### src/ftw_pkg.sv
package ftw_pkg;
    localparam logic [3:0] FTW_ADDR_TIMING   = 4'h0;
    localparam logic [3:0] FTW_ADDR_KEY      = 4'h1;
    localparam logic [3:0] FTW_ADDR_CTRL     = 4'h2;
    localparam logic [3:0] FTW_ADDR_STATUS   = 4'h3;
    localparam int         FTW_WAKE_LSB      = 0;
    localparam int         FTW_REQ_LSB       = 4;
    localparam int         FTW_APPLIED_LSB   = 8;
    localparam int         FTW_HALVE_BIT     = 0;
    localparam int         FTW_STAT_MATCH_BIT = 0;
    localparam int         FTW_STAT_WAKE_BIT = 1;
    localparam int         FTW_STAT_RD_BIT   = 2;
    localparam logic [3:0] FTW_WAKE_RESET    = 4'h4;
    localparam logic [3:0] FTW_WAKE_FIXED    = 4'hb;
    localparam logic [2:0] FTW_WAIT_MAX      = 3'h4;
    localparam logic [2:0] FTW_WAIT_RESET    = 3'h0;
    // key values are arbitrary
    localparam logic [31:0] FTW_USER_KEY     = 32'h1234_5678;
    localparam logic [31:0] FTW_VENDOR_KEY   = 32'h8765_4321;

    typedef struct packed {
        logic       wr;
        logic       rd;
        logic [3:0] addr;
        logic [31:0] wdata;
    } ftw_bus_type;
endpackage

### src/ftw_regs.sv
// The placing of the registers and strobed register access were left to the implementer.
`timescale 1ns/1ps
module ftw_regs (
    // clock, reset, enable
    input  wire logic               clock,
    input  wire logic               rst,
    input  wire logic               clk_en,
    // register port
    input  wire ftw_pkg::ftw_bus_type bus,
    output logic [31:0]             rdata,
    // flash side
    input  wire logic               flash_busy,
    input  wire logic               refclk_tick,
    input  wire logic               wake_start,
    output logic                    wake_done,
    input  wire logic               read_start,
    output logic                    read_done,
    output logic [2:0]              applied_read_wait_count
);
    import ftw_pkg::*;

    // software fields
    logic [3:0]  wakeup_time_nibble_q;
    logic [2:0]  requested_read_wait_count_q;
    logic [2:0]  applied_q;
    logic        refclk_halve_q;

    // unlock state
    logic        user_key_q;
    logic        vendor_key_q;

    // timers
    logic        half_q;
    logic [7:0]  wake_cnt_q;
    logic        wake_run_q;
    logic [2:0]  rd_cnt_q;
    logic        rd_run_q;
    logic        ref_en;

    // registered outputs, and the combinational read data rdata_d
    logic [31:0] rdata_q;
    logic [31:0] rdata_d;
    logic        wake_done_q;
    logic        read_done_q;

    function automatic logic [7:0] compose(input logic [3:0] nib);
        return {nib, FTW_WAKE_FIXED};
    endfunction

    // one strobe decode shared by every writable register
    function automatic logic wr_hit(input ftw_bus_type b,
                                    input logic [3:0] a);
        return b.wr && b.addr == a;
    endfunction

    // bit 7 and bits above 10 read as zero
    function automatic logic [31:0] timing_word(input logic [2:0] applied,
                                                input logic [2:0] req,
                                                input logic [3:0] nib);
        logic [31:0] w;
        w = 32'h0;
        w[FTW_APPLIED_LSB +: 3] = applied;
        w[FTW_REQ_LSB +: 3]     = req;
        w[FTW_WAKE_LSB +: 4]    = nib;
        return w;
    endfunction

    function automatic logic [31:0] status_word(input logic rd_run,
                                                input logic wake_run,
                                                input logic match);
        logic [31:0] w;
        w = 32'h0;
        w[FTW_STAT_RD_BIT]    = rd_run;
        w[FTW_STAT_WAKE_BIT]  = wake_run;
        w[FTW_STAT_MATCH_BIT] = match;
        return w;
    endfunction

    ////////////////////////////////////////////////////////////////////
    // keys: any other key write drops both
    // one key at a time: a vendor write drops the user key
    // software relocks by writing any other value
    always_ff @(posedge clock) begin
        if (rst) begin
            user_key_q   <= 1'b0;
            vendor_key_q <= 1'b0;
        end else if (clk_en && wr_hit(bus, FTW_ADDR_KEY)) begin
            user_key_q   <= bus.wdata == FTW_USER_KEY;
            vendor_key_q <= bus.wdata == FTW_VENDOR_KEY;
        end
    end

    always_ff @(posedge clock) begin
        if (rst) begin
            wakeup_time_nibble_q <= FTW_WAKE_RESET;
        end else if (clk_en && wr_hit(bus, FTW_ADDR_TIMING)
                     && user_key_q) begin
            wakeup_time_nibble_q <= bus.wdata[FTW_WAKE_LSB +: 4];
        end
    end

    always_ff @(posedge clock) begin
        if (rst) begin
            requested_read_wait_count_q <= FTW_WAIT_RESET;
        // an out-of-range request is dropped whole, never clamped
        end else if (clk_en && wr_hit(bus, FTW_ADDR_TIMING)
                     && vendor_key_q
                     && bus.wdata[FTW_REQ_LSB +: 3] <= FTW_WAIT_MAX) begin
            requested_read_wait_count_q <= bus.wdata[FTW_REQ_LSB +: 3];
        end
    end

    always_ff @(posedge clock) begin
        if (rst) begin
            refclk_halve_q <= 1'b0;
        // halving is guarded by the user key, like the wakeup nibble
        end else if (clk_en && wr_hit(bus, FTW_ADDR_CTRL)
                     && user_key_q) begin
            refclk_halve_q <= bus.wdata[FTW_HALVE_BIT];
        end
    end

    ////////////////////////////////////////////////////////////////////
    // software polls this before touching the bus clock
    // adopt only when no flash activity, ours or outside
    always_ff @(posedge clock) begin
        if (rst) begin
            applied_q <= FTW_WAIT_RESET;
        end else if (clk_en && !flash_busy && !rd_run_q && !wake_run_q) begin
            applied_q <= requested_read_wait_count_q;
        end
    end
    assign applied_read_wait_count = applied_q;

    // halving drops every other reference tick
    // the first halved period may be one tick short after a toggle
    always_ff @(posedge clock) begin
        if (rst) begin
            half_q <= 1'b0;
        end else if (clk_en && refclk_tick) begin
            half_q <= ~half_q;
        end
    end
    assign ref_en = refclk_tick && (!refclk_halve_q || half_q);

    ////////////////////////////////////////////////////////////////////
    // wake timer counts effective reference ticks down to zero
    // the zero count still waits one tick, so count+1 periods in all
    always_ff @(posedge clock) begin
        if (rst) begin
            wake_run_q  <= 1'b0;
            wake_cnt_q  <= 8'h00;
            wake_done_q <= 1'b0;
        end else if (clk_en) begin
            wake_done_q <= 1'b0;
            if (!wake_run_q && wake_start) begin
                wake_run_q <= 1'b1;
                wake_cnt_q <= compose(wakeup_time_nibble_q);
            end else if (wake_run_q && ref_en) begin
                if (wake_cnt_q == 8'h00) begin
                    wake_run_q <= 1'b0;
                    wake_done_q <= 1'b1;
                end else begin
                    wake_cnt_q <= wake_cnt_q - 8'h01;
                end
            end
        end
    end

    assign wake_done = wake_done_q;

    ////////////////////////////////////////////////////////////////////
    // read wait states; a zero count answers in the next cycle
    // a count change mid-read waits: applied_q holds while we run
    always_ff @(posedge clock) begin
        if (rst) begin
            rd_run_q    <= 1'b0;
            rd_cnt_q    <= 3'h0;
            read_done_q <= 1'b0;
        end else if (clk_en) begin
            read_done_q <= 1'b0;
            if (!rd_run_q && read_start) begin
                if (applied_q == 3'h0) begin
                    read_done_q <= 1'b1;
                end else begin
                    rd_run_q <= 1'b1;
                    rd_cnt_q <= applied_q;
                end
            end else if (rd_run_q) begin
                if (rd_cnt_q == 3'h1) begin
                    rd_run_q    <= 1'b0;
                    read_done_q <= 1'b1;
                end
                rd_cnt_q <= rd_cnt_q - 3'h1;
            end
        end
    end

    ////////////////////////////////////////////////////////////////////
    // idle and unmapped reads give zero
    always_comb begin
        rdata_d = 32'h0;
        if (bus.rd) begin
            case (bus.addr)
                FTW_ADDR_TIMING: rdata_d = timing_word(applied_q,
                    requested_read_wait_count_q, wakeup_time_nibble_q);
                FTW_ADDR_CTRL:   rdata_d[FTW_HALVE_BIT] = refclk_halve_q;
                FTW_ADDR_STATUS: rdata_d = status_word(rd_run_q, wake_run_q,
                    applied_q == requested_read_wait_count_q);
                default:         rdata_d = 32'h0;
            endcase
        end
    end

    // read data stand for the one cycle after the strobe only
    always_ff @(posedge clock) begin
        if (rst) begin
            rdata_q <= 32'h0;
        end else if (clk_en) begin
            rdata_q <= rdata_d;
        end
    end

    assign rdata     = rdata_q;
    assign read_done = read_done_q;
endmodule

### config.mk
export PLATFORM = sky130hd
export DESIGN_NAME = ftw_regs
export DESIGN_NICKNAME = d
export VERILOG_FILES = /design/src/ftw_pkg.sv /design/src/ftw_regs.sv
export SDC_FILE = /design/constraint.sdc
export NUM_CORES = 1
export LEC_CHECK = 0
export BUFFER_PORTS_ARGS = -buffer_cell sky130_fd_sc_hd__clkbuf_2
export CORE_ASPECT_RATIO = 1.5
export CORE_UTILIZATION = 44
export DETAILED_ROUTE_END_ITERATION = 6
export GPL_TIMING_DRIVEN = 0
export HOLD_SLACK_MARGIN = 0.1
export PLACE_DENSITY = 0.76
export SLEW_MARGIN = 10
export SYNTH_ARGS = -nofsm -noshare
export SYNTH_HDL_FRONTEND = slang
export SYNTH_SLANG_ARGS = --single-unit
### constraint.sdc
create_clock -name clock -period 1.8 [get_ports clock]
set_clock_uncertainty 0.2 [all_clocks]
set_input_delay 0.36 -clock clock [delete_from_list [all_inputs] [get_ports clock]]
set_output_delay 0.36 -clock clock [all_outputs]
set_load 0.02 [all_outputs]
==> results of run 1 <==
## cells by family (layout without fill, tap and decap cells)
| group | count (synthesis) | in the layout | synth area share, % |
|---|---|---|---|
| AND/OR/NAND/NOR | 99 | 99 | 25.7 |
| multiplexers | 10 | 10 | 4.76 |
| AO/OA/AOI/OAI | 51 | 51 | 16.1 |
| other | 1 | 22 | 0.178 |
| flip-flops | 39 | 39 | 37.1 |
| adder cells (fa/ha/maj) | 4 | 4 | 2.38 |
| XOR/XNOR | 5 | 5 | 2.08 |
| buffers and inverters | 40 | 106 | 11.7 |
## stage by stage
step	cell area (um^2)	total power [mW]	cells	TNS (ns)
after floorplan	2180	1.14	270	0
after global placement	2550	1.23	391	-3.74
after detailed placement	2550	1.24	391	-4.25
after CTS	2660	1.82	399	0
after global routing	2730	1.92	400	-0.0223
final	2730	1.83	400	0
## worst max path at each step
stage | start | slack, ns | cells past startpoint | endpoint
floorplan | clk_en | 0.02 | 6 | rdata[1]
global placement | bus[34] | -0.27 | 6 | requested_read_wait_count_q[1]
detailed placement | bus[34] | -0.30 | 6 | requested_read_wait_count_q[0]
CTS | wake_cnt_q[2] | 0.001 | 6 | wake_cnt_q[2]
global route | wake_cnt_q[3] | -0.02 | 6 | wake_cnt_q[2]
finish | wake_cnt_q[3] | 0.10 | 6 | wake_cnt_q[2]
## per-layer routing
metal,vias to the layer above,GRT usage [%]
met1,927,23.0
li1,1026,-
met2,58,39.9
met5,-,0
met3,7,4.78
met4,0,9.74
## layout make-up
class,instances,area share [%]
plain buffers,32,7.97
clock buffers,7,2.79
clock inverters,1,0.183
inverters,8,1.19
multi-input cells,191,45.1
flip-flops and latches,39,28.6
well taps,64,2.93
repair buffers,58,11.2
## Yosys cell counts (2+ instances only)
master,instances
a211oi_1,5
a21o_1,2
a21oi_1,16
a222oi_1,2
a22o_1,2
a22oi_1,9
and3_1,3
buf_4,23
clkbuf_1,8
dfxtp_1,39
ha_1,4
inv_1,7
mux2i_1,10
nand2_1,16
nand2b_1,2
nand3_1,10
nand4b_1,2
nand4bb_1,2
nor2_1,30
nor2b_1,5
nor3_1,8
nor4_1,5
nor4b_1,3
nor4bb_1,2
o21ai_0,7
or2_2,2
or3_1,2
xor2_1,4
## critical path, cell delays in order (launching register included)
cell and delay (ns):
dfxtp_1 0.36, nor3_4 0.29, nand3_4 0.16, a21oi_4 0.18
buf_6 0.15, o21ai_0 0.08, a211oi_1 0.19
## what timing repair did
item / 4_1_cts / 5_1_grt
gates resized for setup: 5 / 11
buffers inserted: 0 / 1
pin swaps: 0 / 2
setup endpoints to repair: 7 / 12
## sequential cells by signal, summed over array words and instances, names as in the netlist
name                         count
rdata                           10
wake_cnt_q                       8
wakeup_time_nibble_q             4
applied_read_wait_count          3
rd_cnt_q                         3
requested_read_wait_count_q      3
half_q                           1
rd_run_q                         1
read_done                        1
refclk_halve_q                   1
user_key_q                       1
vendor_key_q                     1
wake_done                        1
wake_run_q                       1
## power breakdown
part           switching [mW]  internal [mW]
clock                   0.303          0.272
sequential             0.0218          0.882
combinational           0.200          0.155
==> impl_metrics.ini, run 1 <==
[clock_network]
cts_sinks = 39
h-tree-depth = 2
cts_root_buffer = clkbuf_8
cts_tree = done
ctsHoldBuffers = 0
clk_latency_ns = 0.29
numCtsBuffers = 5
clk_pin_slew_ns = 0.08
clockBufferDepth = 2

[synthesis]
synthTopCellsByArea = dfxtp_1, buf_4, nor2_1
avgSynthCellArea_um2 = 8.45
async_flop_share_pct = 0
synth_edf_count = 0
ys_ff_latch = 39
netlist_area_um2 = 2100
synth_cell_type_count = 47
ys_seq_area_share_pct = 37.1
ys.flop_type = dfxtp_1
netlist.area_leader.share_pct = 37.1
synth_cells = 249
synth_top_area_cell = dfxtp_1
yosysWarnings = 0

[layout]
final_common_cell = clkbuf_2
drive_above_1_share_pct = 31.0
fin_util_pct = 60.1
num-nets-final = 384
area_growth_pct = 29.9
n_antenna_cell = 0
most-common-layout-cells = clkbuf_2, dfxtp_1, nor2_1, buf_4, conb_1
seqCellArea_um2 = 782
multi_input_area_um2 = 1230
fillCellCount = 434

[sta]
drv_slew = 0
period_needed_ns = 1.70
slew_headroom_pct = 63.6
fmax_mhz = 589
finalSetupViolCount = 0
rsz0062_at_grt = yes
fin_crit_sh_pct = 94.3
layout_setup_ws_ns = 0.103
holdWs_ns = 0.131
hold_viol_final = 0
tightestPinTransition_ns = 0.546

[placed_design]
gp_congestion = 0.770
port-buffer-count = 57
dpl.hpwl_um = 3870
place_ws_ns = -0.299

[route]
dr.max_layer_used = met4
dr.pass1.iters = 4
drtAntennaViolNets = 0
initialDrtViolationCount = 81
met2_length_um = 2700
drc = 0
viasPerCell = 5.05
postRouteWirelength_um = 5020
drt-met1-wl_um = 2020
met3_length_um = 208
wl_per_cell_um = 12.6
vias = 2018

[setup_path]
worstPathRequired_ns = 1.82
r2r_end = wake_cnt_q[2]
critPathLaunchType = register
critPathKind = register to register
critPathMaxFanout = 10
critical_path_arrival_ns = 1.71
cp-end-kind = register
r2r_cells = 6
regToRegSetupSlack_ns = 0.10
rr_startpoint = wake_cnt_q[3]

[min_path]
min_path_type = input pin to register
hold_end = wakeup_time_nibble_q[1]
whs_path_depth = 3
holdCritStartpoint = bus[1]

[outcome]
outcome = finished clean

[global_route]
antenna_found_initial = 0
grt.total_usage_pct = 21.7
grt-ovfl-total = 0
grt_max_degree = 12
grt_pass1_vias = 1869
grt_pass1_wl_um = 8310

[floorplan]
start_util_pct = 46.3
chipHeight_um = 86.7
ioPinCount = 82
die_x_um = 58.5
dieArea_um2 = 5070
rows = 30
core_area_um2 = 4540

[power_and_ir_drop]
peakVddDrop_v = 0.000648
powerDensity_nw_per_um2 = 671
p_leak_nw = 1.20

[job]
cap_violations = 0
(Power assumes the default switching activity.)
==> run 2: changes to the inputs <==
==> constraint.sdc (replaced) <==
create_clock -name clock -period 1.8 [get_ports clock]
set_clock_uncertainty 0.2 [all_clocks]
set_input_delay 0.45 -clock clock [delete_from_list [all_inputs] [get_ports clock]]
set_output_delay 0.45 -clock clock [all_outputs]
set_load 0.02 [all_outputs]
==> run 2 against run 1 <==
  * Clock power increased by 31%
  * Critical path depth stayed put
  * Hold slack better by 0.10 ns
  * Flip-flop and latch count stayed put
  * Sequential power hardly changed
  * Global-route usage shrank 1.1 points
  * Cell count up 0.25%
  * Critical endpoint unchanged
  * Largest power group unchanged
==> impl_metrics.ini, run 2 (same netlist as run 1, synthesis figures left out) <==
[outcome]
outcome = finished clean

[power_and_ir_drop]
peakVddDrop_v = 0.000648
p_leak_nw = 1.21
powerDensity_nw_per_um2 = 731
fin_total_pwr_mw = 2.00

[setup_path]
cp-end-kind = register
critPathKind = register to register
critPathMaxFanout = 10
critical_path_arrival_ns = 1.79
worstPathRequired_ns = 1.81
critPathLaunchType = register

[route]
vias = 2035
drc = 0
initialDrtViolationCount = 63
wl_per_cell_um = 12.6
drtAntennaViolNets = 0
viasPerCell = 5.07
postRouteWirelength_um = 5070
dr.pass1.iters = 4

[layout]
fillCellCount = 411
most-common-layout-cells = clkbuf_2, dfxtp_1, nor2_1, buf_4, conb_1
drive_above_1_share_pct = 32.0
n_antenna_cell = 0
seqCellArea_um2 = 782
final_common_cell = clkbuf_2
num-nets-final = 385
area_growth_pct = 30.4
multi_input_area_um2 = 1200
largest_reg_flops = 10

[clock_network]
cts_root_buffer = clkbuf_8
cts_sinks = 39
clockBufferDepth = 2
clk_pin_slew_ns = 0.08
h-tree-depth = 2
numCtsBuffers = 5
clk_latency_ns = 0.29
cts_tree = done

[floorplan]
start_util_pct = 46.3
dieArea_um2 = 5070
rows = 30
chipHeight_um = 86.7
die_x_um = 58.5
ioPinCount = 82
core_area_um2 = 4540

[sta]
period_needed_ns = 1.78
hold_viol_final = 0
rsz0062_at_grt = yes
finalSetupViolCount = 0
drv_slew = 0
fin_crit_sh_pct = 98.9
fmax_mhz = 562
finalSetupTns_ns = 0
tightestPinTransition_ns = 0.555
slew_headroom_pct = 63.0
layout_setup_ws_ns = 0.0196

[global_route]
grt_pass1_wl_um = 8130
antenna_found_initial = 0
grt_max_degree = 13
grt_pass1_vias = 1852
grt.total_usage_pct = 20.6
grt-ovfl-total = 0

[job]
cap_violations = 0

[min_path]
min_path_type = input pin to register

[placed_design]
place_ws_ns = -0.283
gp_congestion = 0.825
dpl.hpwl_um = 3860
port-buffer-count = 57
-- run 2: per-stage QoR --
step                instance area [um^2]  std cells  utilization [%]  hold WS [ns]
floorplan                           2200        270                -         0.249
global placement                    2560        391             56.4         0.271
detailed placement                  2560        391             56.4         0.272
CTS                                 2700        399             59.5         0.233
global route                        2740        401             60.4         0.250
finish                              2740        401             60.4         0.233
-- run 2: report_power, final --
group	total (mW)	switching, mW	internal [mW]
clock	0.752	0.304	0.449
sequential	0.903	0.0205	0.882
combinational	0.349	0.195	0.154
-- run 2: area by class of cell --
class	instances	area share, %
inverters	8	1.28
plain buffers	32	8.17
clock buffers	6	3.01
repair buffers	59	10.9
clock inverters	2	1.28
well taps	64	2.92
flip-flops and latches	39	28.5
multi-input cells	191	43.9
-- run 2: critical path, stage by stage, from the launching register on --
cell	delay (ns)
dfxtp_1	0.37
nor3_2	0.29
nand3_2	0.18
a21oi_2	0.19
buf_4	0.18
o21ai_0	0.09
a211oi_1	0.21
-- run 2: what timing repair did --
action / CTS / global route
hold buffers: 0 / 0
pin swaps: 0 / 3
resized for setup: 5 / 7
setup endpoints to repair: 5 / 15
buffers inserted: 0 / 2
-- run 2: layer usage --
layer / routed length, um / vias up / GRT usage (%)
met3: 217 / 14 / 3.88
met1: 2040 / 942 / 22.8
met4: 133 / 0 / 9.09
met5: 0 / - / 0
met2: 2670 / 57 / 37.3
li1: - / 1022 / -
-- run 2: final timing paths --
kind                 start  slack (ns)                       to  cells past startpoint
max reg2reg  wake_cnt_q[5]        0.02            wake_cnt_q[2]                      6
min                 bus[3]        0.23  wakeup_time_nibble_q[3]                      3
min reg2reg      read_done        0.28                read_done                      2
max          wake_cnt_q[5]        0.02            wake_cnt_q[2]                      6
==> run 3: changes to the inputs <==
REMOVE_ABC_BUFFERS = 1   (was not set)
==> run 3 against run 2 <==
  * Combinational power decreased by 9.2%
  * Fmax increased by 1.4%
  * First-iteration DRC count increased by 7.9%
  * Register-to-register slack improved by 0.06 ns
  * Via count decreased by 2.3%
  * Non-clock buffer count decreased by 28
  * Critical path depth unchanged
  * Count of clock-buffer cells in the layout increased by 1
  * Routed wire length decreased by 2.0%
  * Sequential share of layout area increased by 2.0 points
  * Die area unchanged
  * Cell count decreased by 6.7%
==> impl_metrics.ini, run 3 (same netlist as run 1, synthesis figures left out) <==
[sta]
finalSetupViolCount = 0
tightestPinTransition_ns = 0.718
slew_headroom_pct = 51.7
layout_setup_ws_ns = 0.0440
period_needed_ns = 1.76
drv_slew = 0
hold_viol_final = 0
fmax_mhz = 569
fin_crit_sh_pct = 97.6

[setup_path]
regToRegSetupSlack_ns = 0.08
critical_path_arrival_ns = 1.80
r2r_cells = 5
rr_startpoint = wake_cnt_q[2]
crit_slowest_cell = nor4_1
critPathMaxFanout = 3
critPathTopFamily = simple AND/OR/NAND/NOR gates
cp-end-kind = register
critPathLaunchType = input pin
critical_path_buf_inv_count = 1
crit_chain = clkbuf_2, nand4bb_1, nor3b_1, nand3_1, nor4_1, a22o_1
r2r_end = wake_cnt_q[5]
critPathKind = input pin to register
worstPathRequired_ns = 1.84
cp_slowest_stage_delay_ns = 0.40

[power_and_ir_drop]
p_leak_nw = 1.09
p_comb_share_pct = 16.9
seq_power_share_pct = 48.1
netSwitchingPower_uw = 528
fin_total_pwr_mw = 1.88
internal_power_mw = 1.35
switching_share_pct = 28.1
peakVddDrop_v = 0.000401
powerDensity_nw_per_um2 = 731
pwr-share-clk_pct = 35.0

[min_path]
min_path_type = input pin to register
holdCritStartpoint = bus[1]
whs_path_depth = 3
hold_end = wakeup_time_nibble_q[1]

[layout]
area_growth_pct = 22.1
num-nets-final = 358
final_area_um2 = 2570
n_antenna_cell = 0
largest_reg_flops = 10
most-common-layout-cells = clkbuf_2, dfxtp_1, nor2_1, conb_1, nand2_1
final_common_cell = clkbuf_2
fillCellCount = 413
drive_above_1_share_pct = 28.1

[floorplan]
start_util_pct = 46.3
core_area_um2 = 4540
dieArea_um2 = 5070
chipHeight_um = 86.7
die_x_um = 58.5
ioPinCount = 82
rows = 30

[clock_network]
cts_root_buffer = clkbuf_8
numCtsBuffers = 5
cts_tree = done
cts_sinks = 39
clk_pin_slew_ns = 0.08
h-tree-depth = 2
clockBufferDepth = 2
clk_latency_ns = 0.29

[route]
initialDrtViolationCount = 68
drtAntennaViolNets = 0
wl_per_cell_um = 13.3
drc = 0
viasPerCell = 5.32
dr.pass1.iters = 4
vias = 1989
postRouteWirelength_um = 4970

[placed_design]
dpl.hpwl_um = 3580
postPlaceCellArea_um2 = 2340
place_ws_ns = -0.539
gp_congestion = 0.847
port-buffer-count = 59

[global_route]
antenna_found_initial = 0
grt_max_degree = 40
grt_pass1_vias = 1848
grt-ovfl-total = 0
grt_pass1_wl_um = 7790
grt.total_usage_pct = 20.1

[job]
cap_violations = 0

[outcome]
outcome = finished clean
run 3: changes by cell type in the layout (fill, tap and decap cells not counted), moves of 2 or more:
cell	change
nor4_2	-2
clkbuf_1	-7
buf_4	-22
a21oi_4	+2
clkbuf_8	+2
nor4_1	+2
run 3: worst register-to-register path: cells and delay by family (launching register included):
| kind | cells | cell delay [ns] |
|---|---|---|
| DFF | 1 | 0.37 |
| AOI/OAI and AO/OA | 2 | 0.20 |
| and+or+nand+nor | 3 | 0.89 |
run 3: cell type report:
type | count | area (um^2) | share of cell area (%)
well taps | 64 | 80.1 | 3.12
clock buffers | 7 | 96.3 | 3.75
inverters | 8 | 35.0 | 1.36
clock inverters | 1 | 7.51 | 0.292
multi-input cells | 192 | 1220 | 47.7
flip-flops and latches | 39 | 783 | 30.5
repair buffers | 63 | 340 | 13.3
run 3: worst max path at each step:
stage	from	to	slack, ns	depth (start not counted)
5_1_grt	wake_cnt_q[2]	wake_cnt_q[2]	-0.009	5
3_3_place_gp	clk_en	requested_read_wait_count_q[1]	-0.51	6
2_1_floorplan	wake_cnt_q[2]	wake_cnt_q[2]	-0.01	5
3_5_place_dp	clk_en	requested_read_wait_count_q[0]	-0.54	6
6_report	bus[34]	vendor_key_q	0.04	6
4_1_cts	wake_cnt_q[2]	wake_cnt_q[2]	0.005	5
run 3: power by group through the flow:
stage          Clock (mW)  Sequential (mW)  Combinational, mW
6_report            0.657            0.904              0.317
5_1_grt             0.705            0.906              0.344
4_1_cts             0.672            0.900              0.294
3_5_place_dp            0            0.919              0.276
3_3_place_gp            0            0.919              0.269
2_1_floorplan           0            0.918              0.168
run 3: through the flow:
stage | cells | utilization, % | hold WS [ns] | setup TNS, ns
after floorplan | 238 | - | 0.243 | -0.0216
after global placement | 361 | 51.6 | 0.267 | -11.20
after detailed placement | 361 | 51.6 | 0.262 | -12.05
after CTS | 371 | 55.5 | 0.220 | 0
after global routing | 374 | 56.5 | 0.222 | -0.00908
final | 374 | 56.5 | 0.219 | 0
run 3: layer usage:
metal	vias up	part of all wire (%)	global-route usage, %
li1	972	-	-
met1	917	39	20.8
met2	90	53	36.5
met3	10	6.0	4.93
met4	0	2.4	10.8
met5	-	0	0
run 3: repair_timing:
item	4_1_cts	5_1_grt
endpoints found under the setup margin	27	11
gates cloned	0	1
hold buffers	0	0
buffers inserted	2	2
pin swaps	2	2
gates resized for setup	14	5
